===== src/verilog/esq_pkg.sv =====
// constants shared by the mac status and queue pointer block
// assumes a 32-bit axi4-lite register bus on one system clock
//
// Functional notes
// - network status bit 1 shows sampled mdio input
// - network status bit 2 high when management idle
// - transmit flags sticky, cleared by writing one
// - writes never set flags; zero leaves bit
// - bit 0 set on used descriptor fetch
// - bit 1 set when collision asserts
// - bit 2 set on retry limit exceeded
// - bit 3 shows live transmitter activity
// - buffers exhausted: stop, bad fcs, tx_er, bit 4; this block drives no stop, only bad fcs, tx_er and bit 4
// - bit 5 set when frame transmitted
// - bit 6 set on transmit dma underrun
// - underrun forces bad frame check sequence
// - receive pointer loads start, advances per buffer
// - pointer wraps after 1024 buffers or wrap bit
// - receive pointer reads current descriptor address
// - receive data written as two-word bursts
// - transmit pointer writable only while inactive
// - transmit disable rewinds transmit pointer
// - receive disable flushes, keeps receive pointer
package esq_pkg;

  // ************************************************************
  // register byte addresses
  // ************************************************************
  localparam logic [31:0] NET_STATUS_ADDR = 32'hfffc_4008; // read only
  localparam logic [31:0] TX_STATUS_ADDR  = 32'hfffc_4014; // flags, write one clears
  localparam logic [31:0] RX_QPTR_ADDR    = 32'hfffc_4018; // receive queue pointer
  localparam logic [31:0] TX_QPTR_ADDR    = 32'hfffc_401c; // transmit queue pointer

  // ************************************************************
  // field positions
  // ************************************************************
  localparam int NS_MDIO_BIT  = 1; // sampled management data in
  localparam int NS_IDLE_BIT  = 2; // management logic idle
  localparam int TS_USED_BIT  = 0; // used descriptor read
  localparam int TS_COL_BIT   = 1; // collision seen
  localparam int TS_RETRY_BIT = 2; // retry limit exceeded
  localparam int TS_ACT_BIT   = 3; // transmitter active, live
  localparam int TS_BEX_BIT   = 4; // buffers exhausted mid frame
  localparam int TS_COMP_BIT  = 5; // frame complete
  localparam int TS_UND_BIT   = 6; // transmit underrun
  localparam int TS_WIDTH     = 7; // implemented status bits

  // ************************************************************
  // reset values and masks
  // ************************************************************
  localparam logic [31:0] QPTR_RESET   = 32'h0000_0000;
  localparam logic [31:0] QPTR_MASK    = 32'hffff_fffc; // word aligned
  localparam logic [6:0]  TS_STICKY    = 7'h77;         // all but live bit 3
  localparam logic [6:0]  TS_RESET     = 7'h00;

  // ************************************************************
  // queue walking and bus answers
  // ************************************************************
  localparam logic [31:0] DESC_STEP    = 32'h0000_0008; // two-word descriptor
  localparam int          QUEUE_WRAP   = 1024;          // buffers before wrap
  localparam int          BURST_WORDS  = 2;             // receive burst length
  localparam logic [1:0]  RESP_OKAY    = 2'h0;
  localparam logic [1:0]  RESP_SLVERR  = 2'h2;

endpackage


===== src/verilog/esq_regs.sv =====
// status and descriptor queue pointer registers of the ethernet mac
// assumes an axi4-lite master and a transmit/receive dma on clk_sys
//
// Chosen here: register access over AXI4-Lite.
module esq_regs
#(
  parameter int QWRAP = esq_pkg::QUEUE_WRAP // buffers before pointer wrap
)
(
  input  wire logic        clk_sys,
  input  wire logic        rst,
  // axi4-lite slave
  input  wire logic [31:0] s_axi_awaddr,
  input  wire logic        s_axi_awvalid,
  output logic             s_axi_awready,
  input  wire logic [31:0] s_axi_wdata,
  input  wire logic [3:0]  s_axi_wstrb,
  input  wire logic        s_axi_wvalid,
  output logic             s_axi_wready,
  output logic [1:0]       s_axi_bresp,
  output logic             s_axi_bvalid,
  input  wire logic        s_axi_bready,
  input  wire logic [31:0] s_axi_araddr,
  input  wire logic        s_axi_arvalid,
  output logic             s_axi_arready,
  output logic [31:0]      s_axi_rdata,
  output logic [1:0]       s_axi_rresp,
  output logic             s_axi_rvalid,
  input  wire logic        s_axi_rready,
  // phy pins, asynchronous
  input  wire logic        mdio_in,
  input  wire logic        collision_in,
  // management engine and transmitter, same clock
  input  wire logic        mgmt_idle,
  input  wire logic        tx_active_in,
  input  wire logic        transmit_enable,
  input  wire logic        receive_enable,
  input  wire logic        tx_used_evt,
  input  wire logic        tx_retry_evt,
  input  wire logic        tx_bex_evt,
  input  wire logic        tx_comp_evt,
  input  wire logic        tx_und_evt,
  // descriptor walking from the dma engines
  input  wire logic        rx_buf_used,
  input  wire logic        rx_buf_wrap,
  input  wire logic        tx_buf_used,
  input  wire logic        tx_buf_wrap,
  // receive data words toward memory
  input  wire logic [31:0] rx_word,
  input  wire logic        rx_word_valid,
  // outputs toward dma and phy
  output logic [31:0]      rx_desc_addr,
  output logic [31:0]      tx_desc_addr,
  output logic             tx_er,
  output logic             tx_bad_fcs,
  output logic [31:0]      rx_burst_word0,
  output logic [31:0]      rx_burst_word1,
  output logic             rx_burst_valid
);

  localparam int CNT_W = $clog2(QWRAP); // buffer counter width

  // ************************************************************
  // pin synchronisers
  // ************************************************************
  logic [1:0] pins_sync;   // {collision, mdio} after two flops
  logic       col_prev_r;  // last synced collision level

  esq_sync #(.WIDTH(2)) u_sync
  (
    .clk_sys  (clk_sys),
    .rst      (rst),
    .async_in ({collision_in, mdio_in}),
    .sync_out (pins_sync)
  );

  wire mdio_s   = pins_sync[0];
  wire col_s    = pins_sync[1];
  wire col_rise = col_s & ~col_prev_r; // one event per assertion

  // ************************************************************
  // write channel bookkeeping
  // ************************************************************
  logic        aw_hold_r;  // address taken, waiting for data
  logic [31:0] awaddr_r;   // held write address
  logic        w_hold_r;   // data taken, waiting for address
  logic [31:0] wdata_r;    // held write data
  logic [3:0]  wstrb_r;    // held byte strobes
  logic        awready_r;
  logic        wready_r;
  logic        bvalid_r;
  logic [1:0]  bresp_r;

  wire aw_take = s_axi_awvalid & awready_r;
  wire w_take  = s_axi_wvalid & wready_r;
  wire aw_have = aw_hold_r | aw_take;
  wire w_have  = w_hold_r | w_take;
  wire wr_fire = aw_have & w_have; // both halves present

  wire [31:0] wr_addr = aw_take ? s_axi_awaddr : awaddr_r;
  wire [31:0] wr_data = w_take ? s_axi_wdata : wdata_r;
  wire [3:0]  wr_strb = w_take ? s_axi_wstrb : wstrb_r;

  wire aw_hold_nxt = aw_have & ~wr_fire;
  wire w_hold_nxt  = w_have & ~wr_fire;
  wire bvalid_nxt  = wr_fire | (bvalid_r & ~s_axi_bready);
  // ready drops while a half is held or the answer waits
  wire awready_nxt = ~aw_hold_nxt & ~bvalid_nxt;
  wire wready_nxt  = ~w_hold_nxt & ~bvalid_nxt;

  // byte strobes widened to a bit mask
  wire [31:0] wr_mask;
  genvar gb;
  generate
    for (gb = 0; gb < 4; gb++)
    begin : gen_strb
      assign wr_mask[gb*8 +: 8] = {8{wr_strb[gb]}};
    end
  endgenerate

  // write decode
  wire wr_ns  = wr_fire & (wr_addr == esq_pkg::NET_STATUS_ADDR);
  wire wr_ts  = wr_fire & (wr_addr == esq_pkg::TX_STATUS_ADDR);
  wire wr_rq  = wr_fire & (wr_addr == esq_pkg::RX_QPTR_ADDR);
  wire wr_tq  = wr_fire & (wr_addr == esq_pkg::TX_QPTR_ADDR);
  wire wr_map = wr_ns | wr_ts | wr_rq | wr_tq;

  // handshake flops of the write side
  always_ff @(posedge clk_sys)
  begin
    if (rst)
    begin
      aw_hold_r <= 1'b0;
      w_hold_r  <= 1'b0;
      awready_r <= 1'b1;
      wready_r  <= 1'b1;
      bvalid_r  <= 1'b0;
      bresp_r   <= esq_pkg::RESP_OKAY;
    end
    else
    begin
      aw_hold_r <= aw_hold_nxt;
      w_hold_r  <= w_hold_nxt;
      awready_r <= awready_nxt;
      wready_r  <= wready_nxt;
      bvalid_r  <= bvalid_nxt;
      if (wr_fire)
        bresp_r <= wr_map ? esq_pkg::RESP_OKAY : esq_pkg::RESP_SLVERR;
    end
  end

  // payload of a half that arrives first
  always_ff @(posedge clk_sys)
  begin
    if (rst)
    begin
      awaddr_r <= 32'h0000_0000;
      wdata_r  <= 32'h0000_0000;
      wstrb_r  <= 4'h0;
    end
    else
    begin
      if (aw_take)
        awaddr_r <= s_axi_awaddr;
      if (w_take)
      begin
        wdata_r <= s_axi_wdata;
        wstrb_r <= s_axi_wstrb;
      end
    end
  end

  // ************************************************************
  // network status
  // ************************************************************
  logic idle_r; // management engine idle, registered

  // ************************************************************
  // transmit status flags
  // ************************************************************
  logic [6:0] ts_flags_r; // sticky flags, bit 3 unused here
  logic       tx_act_r;   // live transmitter activity

  // hardware events by bit position
  wire [6:0] ts_set = {tx_und_evt,
                       tx_comp_evt,
                       tx_bex_evt,
                       1'b0,
                       tx_retry_evt,
                       col_rise,
                       tx_used_evt};

  // only ones clear; a zero leaves the flag alone
  wire [6:0] ts_clr = wr_ts ? (wr_data[6:0] & wr_mask[6:0] & esq_pkg::TS_STICKY)
                            : 7'h00;
  // set beats a same-cycle clear so no event is lost
  wire [6:0] ts_nxt = ((ts_flags_r & ~ts_clr) | ts_set) & esq_pkg::TS_STICKY;

  // flag and live state registers
  always_ff @(posedge clk_sys)
  begin
    if (rst)
    begin
      ts_flags_r <= esq_pkg::TS_RESET;
      tx_act_r   <= 1'b0;
      idle_r     <= 1'b1;
      col_prev_r <= 1'b0;
    end
    else
    begin
      ts_flags_r <= ts_nxt;
      tx_act_r   <= tx_active_in & transmit_enable;
      idle_r     <= mgmt_idle;
      col_prev_r <= col_s;
    end
  end

  // ************************************************************
  // frame abort toward the phy
  // ************************************************************
  logic tx_er_r;  // error line while aborting a frame
  logic bad_fcs_r; // transmitter must corrupt the fcs

  // both end with the frame or with transmit disable
  wire frame_end = ~tx_active_in | ~transmit_enable;

  always_ff @(posedge clk_sys)
  begin
    if (rst)
    begin
      tx_er_r   <= 1'b0;
      bad_fcs_r <= 1'b0;
    end
    else
    begin
      if (tx_bex_evt)
        tx_er_r <= 1'b1;
      else if (frame_end)
        tx_er_r <= 1'b0;
      if (tx_bex_evt | tx_und_evt)
        bad_fcs_r <= 1'b1;
      else if (frame_end)
        bad_fcs_r <= 1'b0;
    end
  end

  // ************************************************************
  // receive queue pointer
  // ************************************************************
  logic [31:0]      rq_start_r; // written list start
  logic [31:0]      rq_cur_r;   // descriptor in use
  logic [CNT_W-1:0] rq_cnt_r;   // buffers since start

  wire [31:0] rq_wval = ((rq_start_r & ~wr_mask) | (wr_data & wr_mask))
                        & esq_pkg::QPTR_MASK;
  wire rq_wrap = rx_buf_wrap | (rq_cnt_r == CNT_W'(QWRAP - 1));

  // a software write beats a same-cycle advance
  always_ff @(posedge clk_sys)
  begin
    if (rst)
    begin
      rq_start_r <= esq_pkg::QPTR_RESET;
      rq_cur_r   <= esq_pkg::QPTR_RESET;
      rq_cnt_r   <= '0;
    end
    else if (wr_rq)
    begin
      rq_start_r <= rq_wval;
      rq_cur_r   <= rq_wval;
      rq_cnt_r   <= '0;
    end
    else if (rx_buf_used)
    begin
      if (rq_wrap)
      begin
        rq_cur_r <= rq_start_r;
        rq_cnt_r <= '0;
      end
      else
      begin
        rq_cur_r <= rq_cur_r + esq_pkg::DESC_STEP;
        rq_cnt_r <= rq_cnt_r + 1'b1;
      end
    end
    // receive disable leaves the pointer where it is
  end

  // ************************************************************
  // transmit queue pointer
  // ************************************************************
  logic [31:0]      tq_start_r; // written list start
  logic [31:0]      tq_cur_r;   // descriptor in use
  logic [CNT_W-1:0] tq_cnt_r;   // buffers since start

  wire [31:0] tq_wval = ((tq_start_r & ~wr_mask) | (wr_data & wr_mask))
                        & esq_pkg::QPTR_MASK;
  wire tq_wr_ok = wr_tq & ~tx_act_r;
  wire tq_wrap  = tx_buf_wrap | (tq_cnt_r == CNT_W'(QWRAP - 1));

  // writes while active are dropped but still answered okay
  always_ff @(posedge clk_sys)
  begin
    if (rst)
    begin
      tq_start_r <= esq_pkg::QPTR_RESET;
      tq_cur_r   <= esq_pkg::QPTR_RESET;
      tq_cnt_r   <= '0;
    end
    else if (tq_wr_ok)
    begin
      tq_start_r <= tq_wval;
      tq_cur_r   <= tq_wval;
      tq_cnt_r   <= '0;
    end
    else if (~transmit_enable)
    begin
      tq_cur_r <= tq_start_r;
      tq_cnt_r <= '0;
    end
    else if (tx_buf_used)
    begin
      if (tq_wrap)
      begin
        tq_cur_r <= tq_start_r;
        tq_cnt_r <= '0;
      end
      else
      begin
        tq_cur_r <= tq_cur_r + esq_pkg::DESC_STEP;
        tq_cnt_r <= tq_cnt_r + 1'b1;
      end
    end
  end

  // ************************************************************
  // receive burst packer
  // ************************************************************
  logic        half_r;   // first word of a pair held
  logic [31:0] first_r;  // held first word
  logic [31:0] bw0_r;    // burst word 0 out
  logic [31:0] bw1_r;    // burst word 1 out
  logic        bvld_r;   // burst ready, one cycle

  wire rx_take = rx_word_valid & receive_enable;

  // pairs words so memory sees two-word bursts only
  always_ff @(posedge clk_sys)
  begin
    if (rst)
    begin
      half_r  <= 1'b0;
      first_r <= 32'h0000_0000;
      bw0_r   <= 32'h0000_0000;
      bw1_r   <= 32'h0000_0000;
      bvld_r  <= 1'b0;
    end
    else
    begin
      bvld_r <= 1'b0;
      if (~receive_enable)
        half_r <= 1'b0;
      else if (rx_take & ~half_r)
      begin
        first_r <= rx_word;
        half_r  <= 1'b1;
      end
      else if (rx_take)
      begin
        bw0_r  <= first_r;
        bw1_r  <= rx_word;
        bvld_r <= 1'b1;
        half_r <= 1'b0;
      end
    end
  end

  // ************************************************************
  // read channel
  // ************************************************************
  logic        arready_r;
  logic        rvalid_r;
  logic [31:0] rdata_r;
  logic [1:0]  rresp_r;

  wire ar_take    = s_axi_arvalid & arready_r;
  wire rvalid_nxt = ar_take | (rvalid_r & ~s_axi_rready);

  wire rd_ns = s_axi_araddr == esq_pkg::NET_STATUS_ADDR;
  wire rd_ts = s_axi_araddr == esq_pkg::TX_STATUS_ADDR;
  wire rd_rq = s_axi_araddr == esq_pkg::RX_QPTR_ADDR;
  wire rd_tq = s_axi_araddr == esq_pkg::TX_QPTR_ADDR;

  // status words with reserved bits at zero
  wire [31:0] ns_word = {29'h0, idle_r, mdio_s, 1'b0};
  wire [31:0] ts_word = {25'h0, ts_flags_r[6:4], tx_act_r,
                         ts_flags_r[2:0]};

  // current pointers are read, not the written starts
  wire [31:0] rd_mux = rd_ns ? ns_word :
                       rd_ts ? ts_word :
                       rd_rq ? rq_cur_r :
                       rd_tq ? tq_cur_r : 32'h0000_0000;
  wire rd_map = rd_ns | rd_ts | rd_rq | rd_tq;

  // answer registered one cycle after the address is taken
  always_ff @(posedge clk_sys)
  begin
    if (rst)
    begin
      arready_r <= 1'b1;
      rvalid_r  <= 1'b0;
      rdata_r   <= 32'h0000_0000;
      rresp_r   <= esq_pkg::RESP_OKAY;
    end
    else
    begin
      rvalid_r  <= rvalid_nxt;
      arready_r <= ~rvalid_nxt;
      if (ar_take)
      begin
        rdata_r <= rd_mux;
        rresp_r <= rd_map ? esq_pkg::RESP_OKAY : esq_pkg::RESP_SLVERR;
      end
    end
  end

  // ************************************************************
  // outputs, all from flops
  // ************************************************************
  assign s_axi_awready  = awready_r;
  assign s_axi_wready   = wready_r;
  assign s_axi_bvalid   = bvalid_r;
  assign s_axi_bresp    = bresp_r;
  assign s_axi_arready  = arready_r;
  assign s_axi_rvalid   = rvalid_r;
  assign s_axi_rdata    = rdata_r;
  assign s_axi_rresp    = rresp_r;
  assign rx_desc_addr   = rq_cur_r;
  assign tx_desc_addr   = tq_cur_r;
  assign tx_er          = tx_er_r;
  assign tx_bad_fcs     = bad_fcs_r;
  assign rx_burst_word0 = bw0_r;
  assign rx_burst_word1 = bw1_r;
  assign rx_burst_valid = bvld_r;

endmodule


===== src/verilog/esq_sync.sv =====
// two flip-flop synchroniser for pin inputs
// assumes inputs are asynchronous levels from outside the clock domain
module esq_sync
#(
  parameter int WIDTH = 1
)
(
  input  wire logic             clk_sys,
  input  wire logic             rst,
  input  wire logic [WIDTH-1:0] async_in,
  output logic      [WIDTH-1:0] sync_out
);

  // ************************************************************
  // one synchroniser chain per bit
  // ************************************************************
  genvar g;
  generate
    for (g = 0; g < WIDTH; g++)
    begin : gen_bit
      logic meta_r; // first stage, read only by second stage
      // both stages clear on reset
      always_ff @(posedge clk_sys)
      begin
        if (rst)
        begin
          meta_r      <= 1'b0;
          sync_out[g] <= 1'b0;
        end
        else
        begin
          meta_r      <= async_in[g];
          sync_out[g] <= meta_r;
        end
      end
    end
  endgenerate

endmodule


===== config.mk =====
export PLATFORM = sky130hd
export DESIGN_NAME = esq_regs
export DESIGN_NICKNAME = d
export VERILOG_FILES = /design/src/verilog/esq_pkg.sv /design/src/verilog/esq_regs.sv /design/src/verilog/esq_sync.sv
export SDC_FILE = /design/constraint.sdc
export NUM_CORES = 1
export LEC_CHECK = 0
export ABC_CLOCK_PERIOD_IN_PS = 3800
export BUFFER_PORTS_ARGS = -buffer_cell sky130_fd_sc_hd__clkbuf_2
export CAP_MARGIN = 20
export CORE_AREA = 8 8 151 260
export CTS_BUF_LIST = sky130_fd_sc_hd__clkbuf_2 sky130_fd_sc_hd__clkbuf_4 sky130_fd_sc_hd__clkbuf_8
export CTS_CLUSTER_SIZE = 24
export DETAILED_ROUTE_END_ITERATION = 7
export DIE_AREA = 0 0 159 268
export GPL_TIMING_DRIVEN = 0
export PLACE_DENSITY = 0.75
export SYNTH_ARGS = -nofsm -noshare
export SYNTH_HDL_FRONTEND = slang
export SYNTH_SLANG_ARGS = --single-unit

===== constraint.sdc =====
create_clock -name clk_sys -period 3.8 [get_ports clk_sys]
set_input_delay 0 -clock clk_sys [delete_from_list [all_inputs] [get_ports clk_sys]]
set_output_delay 0 -clock clk_sys [all_outputs]
set_load 0.05 [all_outputs]

**Yosys cells after proc, flatten, opt, wreduce, memory -nomap -nowiden**

Index checks and enable logic that the tools add are counted.

- Register bits: 369
- Latch bits: 0
- RAM bits: 0
- Memory bits (read-only): 0
- Output and inout port bits: 172
- Word-level logic and storage cells: 146
- Memories: 0

- Add/subtract/negate cells: 4
- Multiply operators: 0
- Divide/modulo/power cells: 0
- Order comparisons: 0
- Equality and inequality tests: 12
- Shift operators: 0
- Muxes and demuxes: 25
- Bitwise operators: 57
- Reduce and logical (&&, ||, !) cells: 11

Operator list:

| operator | count |
|---|---|
| 2-to-1 mux 32 bit | 13 |
| == test 32 bit (second input constant) | 8 |
| AND 32 bit | 3 |
| adder 32 x 4 -> 32 bit (second input constant) | 2 |
| OR 32 bit | 2 |
| NOT 32 bit | 1 |
| adder 10 x 1 -> 10 bit (second input constant) | 2 |
| == test 10 bit (second input constant) | 2 |
| 2-to-1 mux 10 bit | 2 |
| AND 1 bit | 19 |
| AND 7 bit | 2 |
| NOT 1 bit | 14 |
| OR 1 bit | 14 |
| nonzero test 2 bit | 4 |
| 2-to-1 mux 7 bit | 1 |
| NOT 7 bit | 1 |
| OR 7 bit | 1 |
| 2-to-1 mux 1 bit | 6 |
| OR reduction 2 bit | 3 |
| OR reduction 3 bit | 2 |
| 2-to-1 mux 2 bit | 2 |
| 2-to-1 mux 4 bit | 1 |
| inequality test 3 x 1 -> 1 bit (second input constant) | 1 |
| AND reduction 3 bit | 1 |
| other kinds (2) | 2 |

**Longest topological paths before layout**

Gate-level depths: netlist (run 1).

- Word-level depth: 8
- Mapped depth: 10
- Mapped depth without buffers: 8

**Cells and area by module**

Synthesis (run 1) repeated with hierarchy kept, for this count alone.

- Cell total of the unflattened synthesis: 1866
- Area total of the unflattened synthesis: 15899.0 um^2

Modules (own cells, without submodules):

| module | times used | cells each | area an instance (um^2) |
|---|---|---|---|
| esq_regs | 1 | 1858 | 15793.9 |
| esq_sync | 1 | 8 | 105.1 |

**Worst setup path before layout (run 1)**

No wires, ideal clock.

- Path kind: register to register
- Start point: register awready_r (netlist: s_axi_awready)
- End point: register tq_cur_r[30] (netlist: tx_desc_addr[30])
- Arrival: 2.818 ns
- Data required time: 3.678 ns
- Setup slack: 0.860 ns
- Stages on the path, launching flop included: 11
- Clock period less this slack: 2.940 ns
- Path through: dfxtp_1 > and2_1 > clkbuf_1 > nand4_1 > o32a_1 > nor2_1 > nor3b_1 > clkbuf_1 > clkbuf_1 > nand3b_1 > o31ai_1

- Longest elaborated chain between the ends: 6
- Elaborated cells on any way between the ends: 9

Ends and longest elaborated chain:

| element | line | source |
|---|---|---|
| from (decl) | esq_regs.sv:89 | `logic awready_r;` |
| from (signal assigned) | esq_regs.sv:144 | `awready_r <= awready_nxt;` |
| AND 1 bit * | esq_regs.sv:94 | `wire aw_take = s_axi_awvalid & awready_r;` |
| 2-to-1 mux 32 bit / OR 1 bit (equally long branches) | -- |  |
| == test 32 bit / AND 1 bit (equally long branches) | esq_regs.sv:125, esq_regs.sv:98 |  |
| AND 1 bit * | esq_regs.sv:125 | `wire wr_tq = wr_fire & (wr_addr == esq_pkg::TX_QPTR_ADDR);` |
| AND 1 bit * | esq_regs.sv:298 | `wire tq_wr_ok = wr_tq & ~tx_act_r;` |
| inequality test 3 x 1 -> 1 bit (no line) / 2-to-1 mux 32 bit (equally long branches) | -- |  |
| to (signal assigned) | esq_regs.sv:307 | `tq_cur_r <= esq_pkg::QPTR_RESET;` |
| to (signal assigned) | esq_regs.sv:313 | `tq_cur_r <= tq_wval;` |
| to (signal assigned) | esq_regs.sv:318 | `tq_cur_r <= tq_start_r;` |
| to (decl) | esq_regs.sv:293 | `logic [31:0] tq_cur_r;` |

Every way passes the cells marked *; elsewhere a longest branch is shown, timed or not.
A chain may end at the register's enable or synchronous reset.

**Worst setup path after layout (run 1)**

Same ends and word-level chain as after synthesis.

==> reports/results.txt, run 1 <==
Status = completed
Fmax = 272 MHz
Row Count = 92
Layout cells sized above 1 = 20.7%
Hold EP = tx_desc_addr[25]
Detail Route Antenna Nets = 0
RSZ-0062 raised after global routing = no
Setup CP Type = flop to flop
Final-layout fill cell count = 3,198
First drt pass iteration count = 5
Initial antenna violation count = 6
Detailed placement HPWL = 47,900 um
GRT Residual Overflow = 0
Core ar. = 35,700 sq um
Number of synthesis warnings = 0
Die Footprint = 42,600 sq um
# IOs = 327
CP Data Arrival Time = 4.20 ns
Worst-case reg-to-reg path depth = 10
CTS root buffer = clkbuf_8
Drt wl/cell = 22.3 um
GRT Resource Usage Total = 28.9%
Pwr Total = 8680 uW
Clock Tree Buf Depth = 3
First-pass GRT wire length = 96,500 um
DR vias = 16,900
Crit share post-route = 96.7%
Gpl congestion = 0.949
Layout area overhead = 29.4%
Multi-input gate area = 7990 sq um
Largest net degree at the start of global routing = 15
Crit path cell chain = and2_1 > clkbuf_1 > nor4b_1 > o2111ai_1 > nor2_4 > nor3b_2 > clkbuf_1 > clkbuf_2 > nand3b_1 > o31ai_1
CP top delay family = buffers and inverters
Fin. max-slew vios = 0
Initial core utilization = 44.4%
WP data required = 4.32 ns
Worst reg2reg path startpoint = s_axi_awready
Hold path depth = 5
Placed Cells = 2,667
Worst skew pair latency = 0.63 ns
FF+latch area = 7330 sq um
Vias in the first global route = 17,200
Final-report hold violation count = 0
Initial drt markers = 1,109
Die Height = 268 um
Die width = 159 um
Slew headroom = 33.1%
Post-CTS setup buffer count = 0
WL final = 64,400 um
Commonest non-fill, non-tap cell in the layout = dfxtp_1
Clock period minus worst slack = 3.68 ns
Mapped Cells = 1,873
Setup violations, final = 0
Clock Skew = 0.0334 ns
Ys async rst share = 0%
I/O Buffers = 321
Post-Syn Area per Cell = 8.47 sq um
CTS Sinks = 366
Layout Cells excl Fill = 2,893
Worst-path clk slew = 0.07 ns
Hold Startpoint = s_axi_wstrb[3]
Register area share after synthesis = 46.2%
R2r endpoint = tx_desc_addr[30]
Crit path top cell by count = clkbuf_1
DRC Markers = 0
Number of max-cap violations = 0
Main synth FF type = dfxtp_1
CP bufs+invs = 3
H-tree depth = 2
CP max FO = 10
P per Cell Area = 423 nW/um^2
Synthesized area = 15,900 sq um
Critical path's largest stage delay = 0.65 ns
Most frequent cells in the layout = 366 x dfxtp_1, 325 x clkbuf_2, 265 x nand2_1
Post-synth EDFFs = 0
Worst setup SP type = flop
Reg2Reg Setup Slack = 0.12 ns
Nets = 2,539
Slowest stage cell, crit path = o2111ai_1
Crit end category = flop
Post-synthesis cell type count = 80
VDD IR max = 0.284 mV
Pleak = 0.00807 uW
Number of synthesized register bits = 366
CTS Buf Count = 52
Via/cell ratio = 5.86
Type of the tightest min-delay check = input pin to flop
Worst-Margin Slew = 1.00 ns
CTS tree = yes
metrics by stage:
stage                     hold WS (ns)  worst slack [ns]  util, %  setup TNS, ns  instance area [sq um]
after floorplan                  0.104             0.860        -              0                  15900
after global placement           0.187            -0.175     50.6          -1.35                  18100
after detailed placement         0.186            -0.158     50.6          -1.41                  18100
after CTS                       0.0111            0.0514     57.4              0                  20500
after global routing            0.0545            0.0144     57.5              0                  20500
final                           0.0456             0.124     57.5              0                  20500
repair_timing:
item / CTS / global route
hold buffers: 129 / 0
endpoints found under the hold margin: 200 / 0
resized for setup: 2 / 12
endpoints found under the setup margin: 10 / 20
gates cloned: 0 / 0
synth_stat cells, types with 5 or more instances:
library cell | number | share of area, %
buf_1 | 16 | 0.38
o211ai_1 | 17 | 0.80
o21ai_0 | 58 | 1.8
nor4_1 | 17 | 0.67
and4_1 | 6 | 0.33
mux2i_1 | 42 | 2.7
nor4b_1 | 12 | 0.66
nor3_1 | 40 | 1.3
xnor2_1 | 16 | 0.88
clkbuf_1 | 93 | 2.2
nor3b_1 | 7 | 0.33
nand2_1 | 265 | 6.3
mux2_2 | 32 | 2.3
xor2_1 | 22 | 1.2
a311oi_1 | 7 | 0.39
and2_1 | 8 | 0.32
a22o_1 | 67 | 3.7
nand2b_1 | 7 | 0.28
a21oi_1 | 188 | 5.9
buf_2 | 14 | 0.44
nor2_1 | 225 | 5.3
nor2b_1 | 8 | 0.32
a211oi_1 | 42 | 2.0
o22ai_1 | 11 | 0.43
o21ai_1 | 5 | 0.16
a211o_1 | 5 | 0.28
o21bai_1 | 5 | 0.24
nand3_1 | 45 | 1.4
nand3b_1 | 5 | 0.24
dfxtp_1 | 366 | 46
or4_1 | 7 | 0.33
or2_2 | 7 | 0.28
and3_1 | 15 | 0.59
inv_1 | 16 | 0.38
nand4_1 | 36 | 1.4
a31oi_1 | 10 | 0.39
a22oi_1 | 46 | 2.2
a21o_1 | 7 | 0.33
layout make-up:
class,count,share of cell area (%)
Clock buffer,81,4.97
Timing Repair Buffer,452,14.2
Buffer,127,2.54
Sequential cell,366,35.7
Multi-Input combinational cell,1365,38.9
Antenna cell,5,0.0610
Tap cell,470,2.87
Clock inverter,11,0.463
Inverter,16,0.293
how the worst max path moves through the flow:
stage / startpoint / to / slack, ns / cells past startpoint
CTS: s_axi_wready / rx_desc_addr[11] / 0.05 / 8
global placement: s_axi_awready / tx_desc_addr[30] / -0.17 / 10
global route: s_axi_awready / tx_desc_addr[20] / 0.01 / 10
finish: s_axi_awready / tx_desc_addr[30] / 0.12 / 10
floorplan: s_axi_awready / tx_desc_addr[30] / 0.86 / 10
detailed placement: s_axi_awready / tx_desc_addr[29] / -0.16 / 10
metal layers:
layer | vias to the layer above | track usage [%] | share of wire, %
li1 | 7766 | - | -
met1 | 7994 | 28.1 | 35
met2 | 880 | 51.5 | 49
met3 | 303 | 5.64 | 6.5
met4 | 0 | 26.0 | 9.5
met5 | - | 0 | 0
flip-flops by register name (all words and copies together) (netlist names), 2 cells and up:
register and flops:
tq_cnt_r 10, rq_start_r 30, tx_desc_addr 32, u_sync.gen_bit.meta_r 2, wdata_r 32, tq_start_r 30
rx_burst_word1 32, wstrb_r 4, ts_flags_r 6, rq_cnt_r 10, rx_burst_word0 32, rx_desc_addr 32
first_r 32, awaddr_r 32, u_sync.sync_out 2, s_axi_rdata 32
power breakdown:
| group | switching [uW] | internal (uW) | leakage (uW) | total, uW |
|---|---|---|---|---|
| combinational | 838 | 411 | 0.00450 | 1250 |
| sequential | 115 | 3970 | 0.00298 | 4080 |
| clock | 1560 | 1780 | 0.000592 | 3350 |
logic make-up (layout without fill, tap and decap cells):
kind of cell	count (synthesis)	count (layout)	share of synthesized area, %
other	1	7	0.0236
buffers and inverters	143	687	3.64
muxes	74	74	4.92
DFF	366	366	46.2
adders and majority gates	4	4	0.316
AOI/OAI and AO/OA	512	512	21.4
xor gates and xnor gates	38	38	2.10
and+or+nand+nor	735	735	21.4
worst min-delay path, delay by kind of cell:
kind / cells / cell delay [ns]
AOI/OAI and AO/OA: 2 / 0.21
muxes: 1 / 0.20
and+or+nand+nor: 1 / 0.12
buffers and inverters: 1 / 0.11
Note: power is estimated with default switching activity, not from simulation.
==> inputs of run 2 (changes only) <==
--- a/config.mk
+++ b/config.mk
@@ -14,6 +14,7 @@
 export DETAILED_ROUTE_END_ITERATION = 7
 export DIE_AREA = 0 0 159 268
 export GPL_TIMING_DRIVEN = 0
+export HOLD_SLACK_MARGIN = 0.15
 export PLACE_DENSITY = 0.75
 export SYNTH_ARGS = -nofsm -noshare
 export SYNTH_HDL_FRONTEND = slang
==> run 2 against run 1 <==
Final cell count increased by 1.7%. Power is 0.71% higher. Core utilization rose by 1.4 points. Critical path depth up 1. Non-clock buffer count increased by 52. Wire length grew 2.5%. Count of clock-buffer cells in the layout did not move. Cell area up 2.4%. Hold slack better by 0.12 ns. Via count increased by 1.6%. Flip-flop and latch count stayed put. Sequential power barely moved. Largest power group unchanged.
==> reports/results.txt, run 2 (synthesis results as in run 1) <==
DRC Markers = 0 (unchanged)
H-tree depth = 2 (unchanged)
Worst-path clk slew = 0.07 ns (about the same)
Largest net degree at the start of global routing = 15 (unchanged)
Clock Tree Buf Depth = 3 (unchanged)
R2r endpoint = ts_flags_r[0]
Commonest non-fill, non-tap cell in the layout = dfxtp_1
Detail Route Antenna Nets = 0 (unchanged)
Crit share post-route = 96.2% (-0.48 points)
Status = completed
Worst reg2reg path startpoint = s_axi_awready
Worst-case reg-to-reg path depth = 11 (+1)
Worst-Margin Slew = 0.994 ns (-0.00863 ns)
Fmax = 273 MHz (+0.50%)
Hold slack = 0.169 ns (+0.123 ns)
Final worst setup slack = 0.143 ns (+0.0183 ns)
CP Data Arrival Time = 4.13 ns (-0.07 ns)
Nets = 2,591 (+2.0%)
Most frequent cells in the layout = 366 x dfxtp_1, 325 x clkbuf_2, 265 x nand2_1
DR vias = 17,200 (+1.6%)
Final-report hold violation count = 0 (unchanged)
Layout cells sized above 1 = 20.3% (-0.44 points)
Vias in the first global route = 17,600 (+2.5%)
Number of max-cap violations = 0 (unchanged)
Reg2Reg Setup Slack = 0.14 ns (+0.02 ns)
Pre-CTS setup slack = -0.158 ns (unchanged)
CTS Sinks = 366 (unchanged)
Die Footprint = 42,600 sq um (unchanged)
Die width = 159 um (unchanged)
Die Height = 268 um (unchanged)
CP max FO = 9 (-1)
First-pass GRT wire length = 99,300 um (+2.9%)
Gpl congestion = 0.949 (unchanged)
I/O Buffers = 321 (unchanged)
GRT Resource Usage Total = 29.6% (+0.74 points)
Hold Startpoint = rx_word[9]
Worst skew pair latency = 0.64 ns (about the same)
Detailed placement HPWL = 47,900 um (unchanged)
Crit end category = flop
Setup CP Type = flop to flop
Final Util = 58.9% (+1.4 points)
CTS root buffer = clkbuf_8
Drt wl/cell = 22.4 um (+0.73%)
Type of the tightest min-delay check = input pin to flop
WL final = 66,000 um (+2.5%)
WP data required = 4.27 ns (-0.05 ns)
VDD IR max = 0.291 mV (+2.5%)
# IOs = 327 (unchanged)
Pleak = 0.00829 uW (+2.7%)
GRT Residual Overflow = 0 (unchanged)
RSZ-0062 raised after global routing = yes
Slew headroom = 33.7% (+0.58 points)
Initial drt markers = 1,176 (+6.0%)
Setup violations, final = 0 (unchanged)
CTS Buf Count = 52 (unchanged)
CTS tree = yes
Hold path depth = 3 (-2)
Layout area overhead = 32.6%
P per Cell Area = 416 nW/um^2 (-1.7%)
Core ar. = 35,700 sq um (unchanged)
Fin. max-slew vios = 0 (unchanged)
Row Count = 92 (unchanged)
Hold EP = rx_burst_word1[9]
Worst setup SP type = flop
Clock period minus worst slack = 3.66 ns (-0.0183 ns)
Clock Skew = 0.0281 ns (-0.00527 ns)
Via/cell ratio = 5.85 (-0.12%)
Initial antenna violation count = 5 (-1)
First drt pass iteration count = 6 (+1)
Initial core utilization = 44.4% (unchanged)
-- run 2: cell types whose count changed in the layout (fill, tap and decap cells not counted), sizes merged --
cell,previous run,this run
buf,34,36
dlygate4sd3,129,179
diode,5,3
-- run 2: what timing repair did --
| action | CTS | global route |
|---|---|---|
| gates resized for setup | 2 | 9 |
| setup endpoints to repair | 10 | 20 |
| hold buffers | 179 | 0 |
| hold endpoints to repair | 272 | 0 |
| pin swaps | 0 | 1 |
| setup buffers | 0 | 2 |
-- run 2: final cells by class --
cell class / count / area, sq um
fill: 3117 / 14700
antenna: 3 / 7.51
buffer: 127 / 522
sequential: 366 / 7330
clock buffer: 81 / 1020
clock inverter: 11 / 95.1
timing repair buffer: 504 / 3420
multi-input combinational: 1365 / 7980
tap: 470 / 588
inverter: 16 / 60.1
-- run 2: critical path, cell delays in order, from the launching register on --
cell	delay [ns]
dfxtp_1	0.46
and2_1	0.16
clkbuf_1	0.38
nand4_1	0.31
buf_4	0.24
o32ai_4	0.46
and4_1	0.27
clkbuf_1	0.31
nand3b_1	0.13
a21oi_1	0.15
dlygate4sd3_1	0.57
nor2_1	0.05
-- run 2: per-layer routing --
metal | part of all wire (%) | track usage [%]
met2 | 50 | 53.4
met3 | 6.6 | 5.55
met1 | 34 | 28.9
met5 | 0 | 0
met4 | 9.3 | 25.9
-- run 2: how the worst max path moves through the flow --
stage,from,endpoint,cells after the start
final,s_axi_awready,ts_flags_r[0],11
after floorplan,s_axi_awready,tx_desc_addr[30],10
after CTS,s_axi_wready,rx_desc_addr[11],8
after detailed placement,s_axi_awready,tx_desc_addr[29],10
after global placement,s_axi_awready,tx_desc_addr[30],10
after global routing,s_axi_awready,ts_flags_r[0],11
-- run 2: stage by stage --
stage / std cells / power, uW / TNS [ns] / area (sq um)
after global routing: 2943 / 9010 / 0 / 21000
after detailed placement: 2667 / 5270 / -1.41 / 18100
after CTS: 2938 / 8710 / 0 / 21000
after floorplan: 1874 / 4820 / 0 / 15900
after global placement: 2665 / 5250 / -1.35 / 18100
final: 2943 / 8740 / 0 / 21000
-- run 2: power by group --
group          switching [uW]  total [uW]  internal, uW
logic                     851        1290           443
clock network            1580        3360          1780
registers                 116        4080          3970
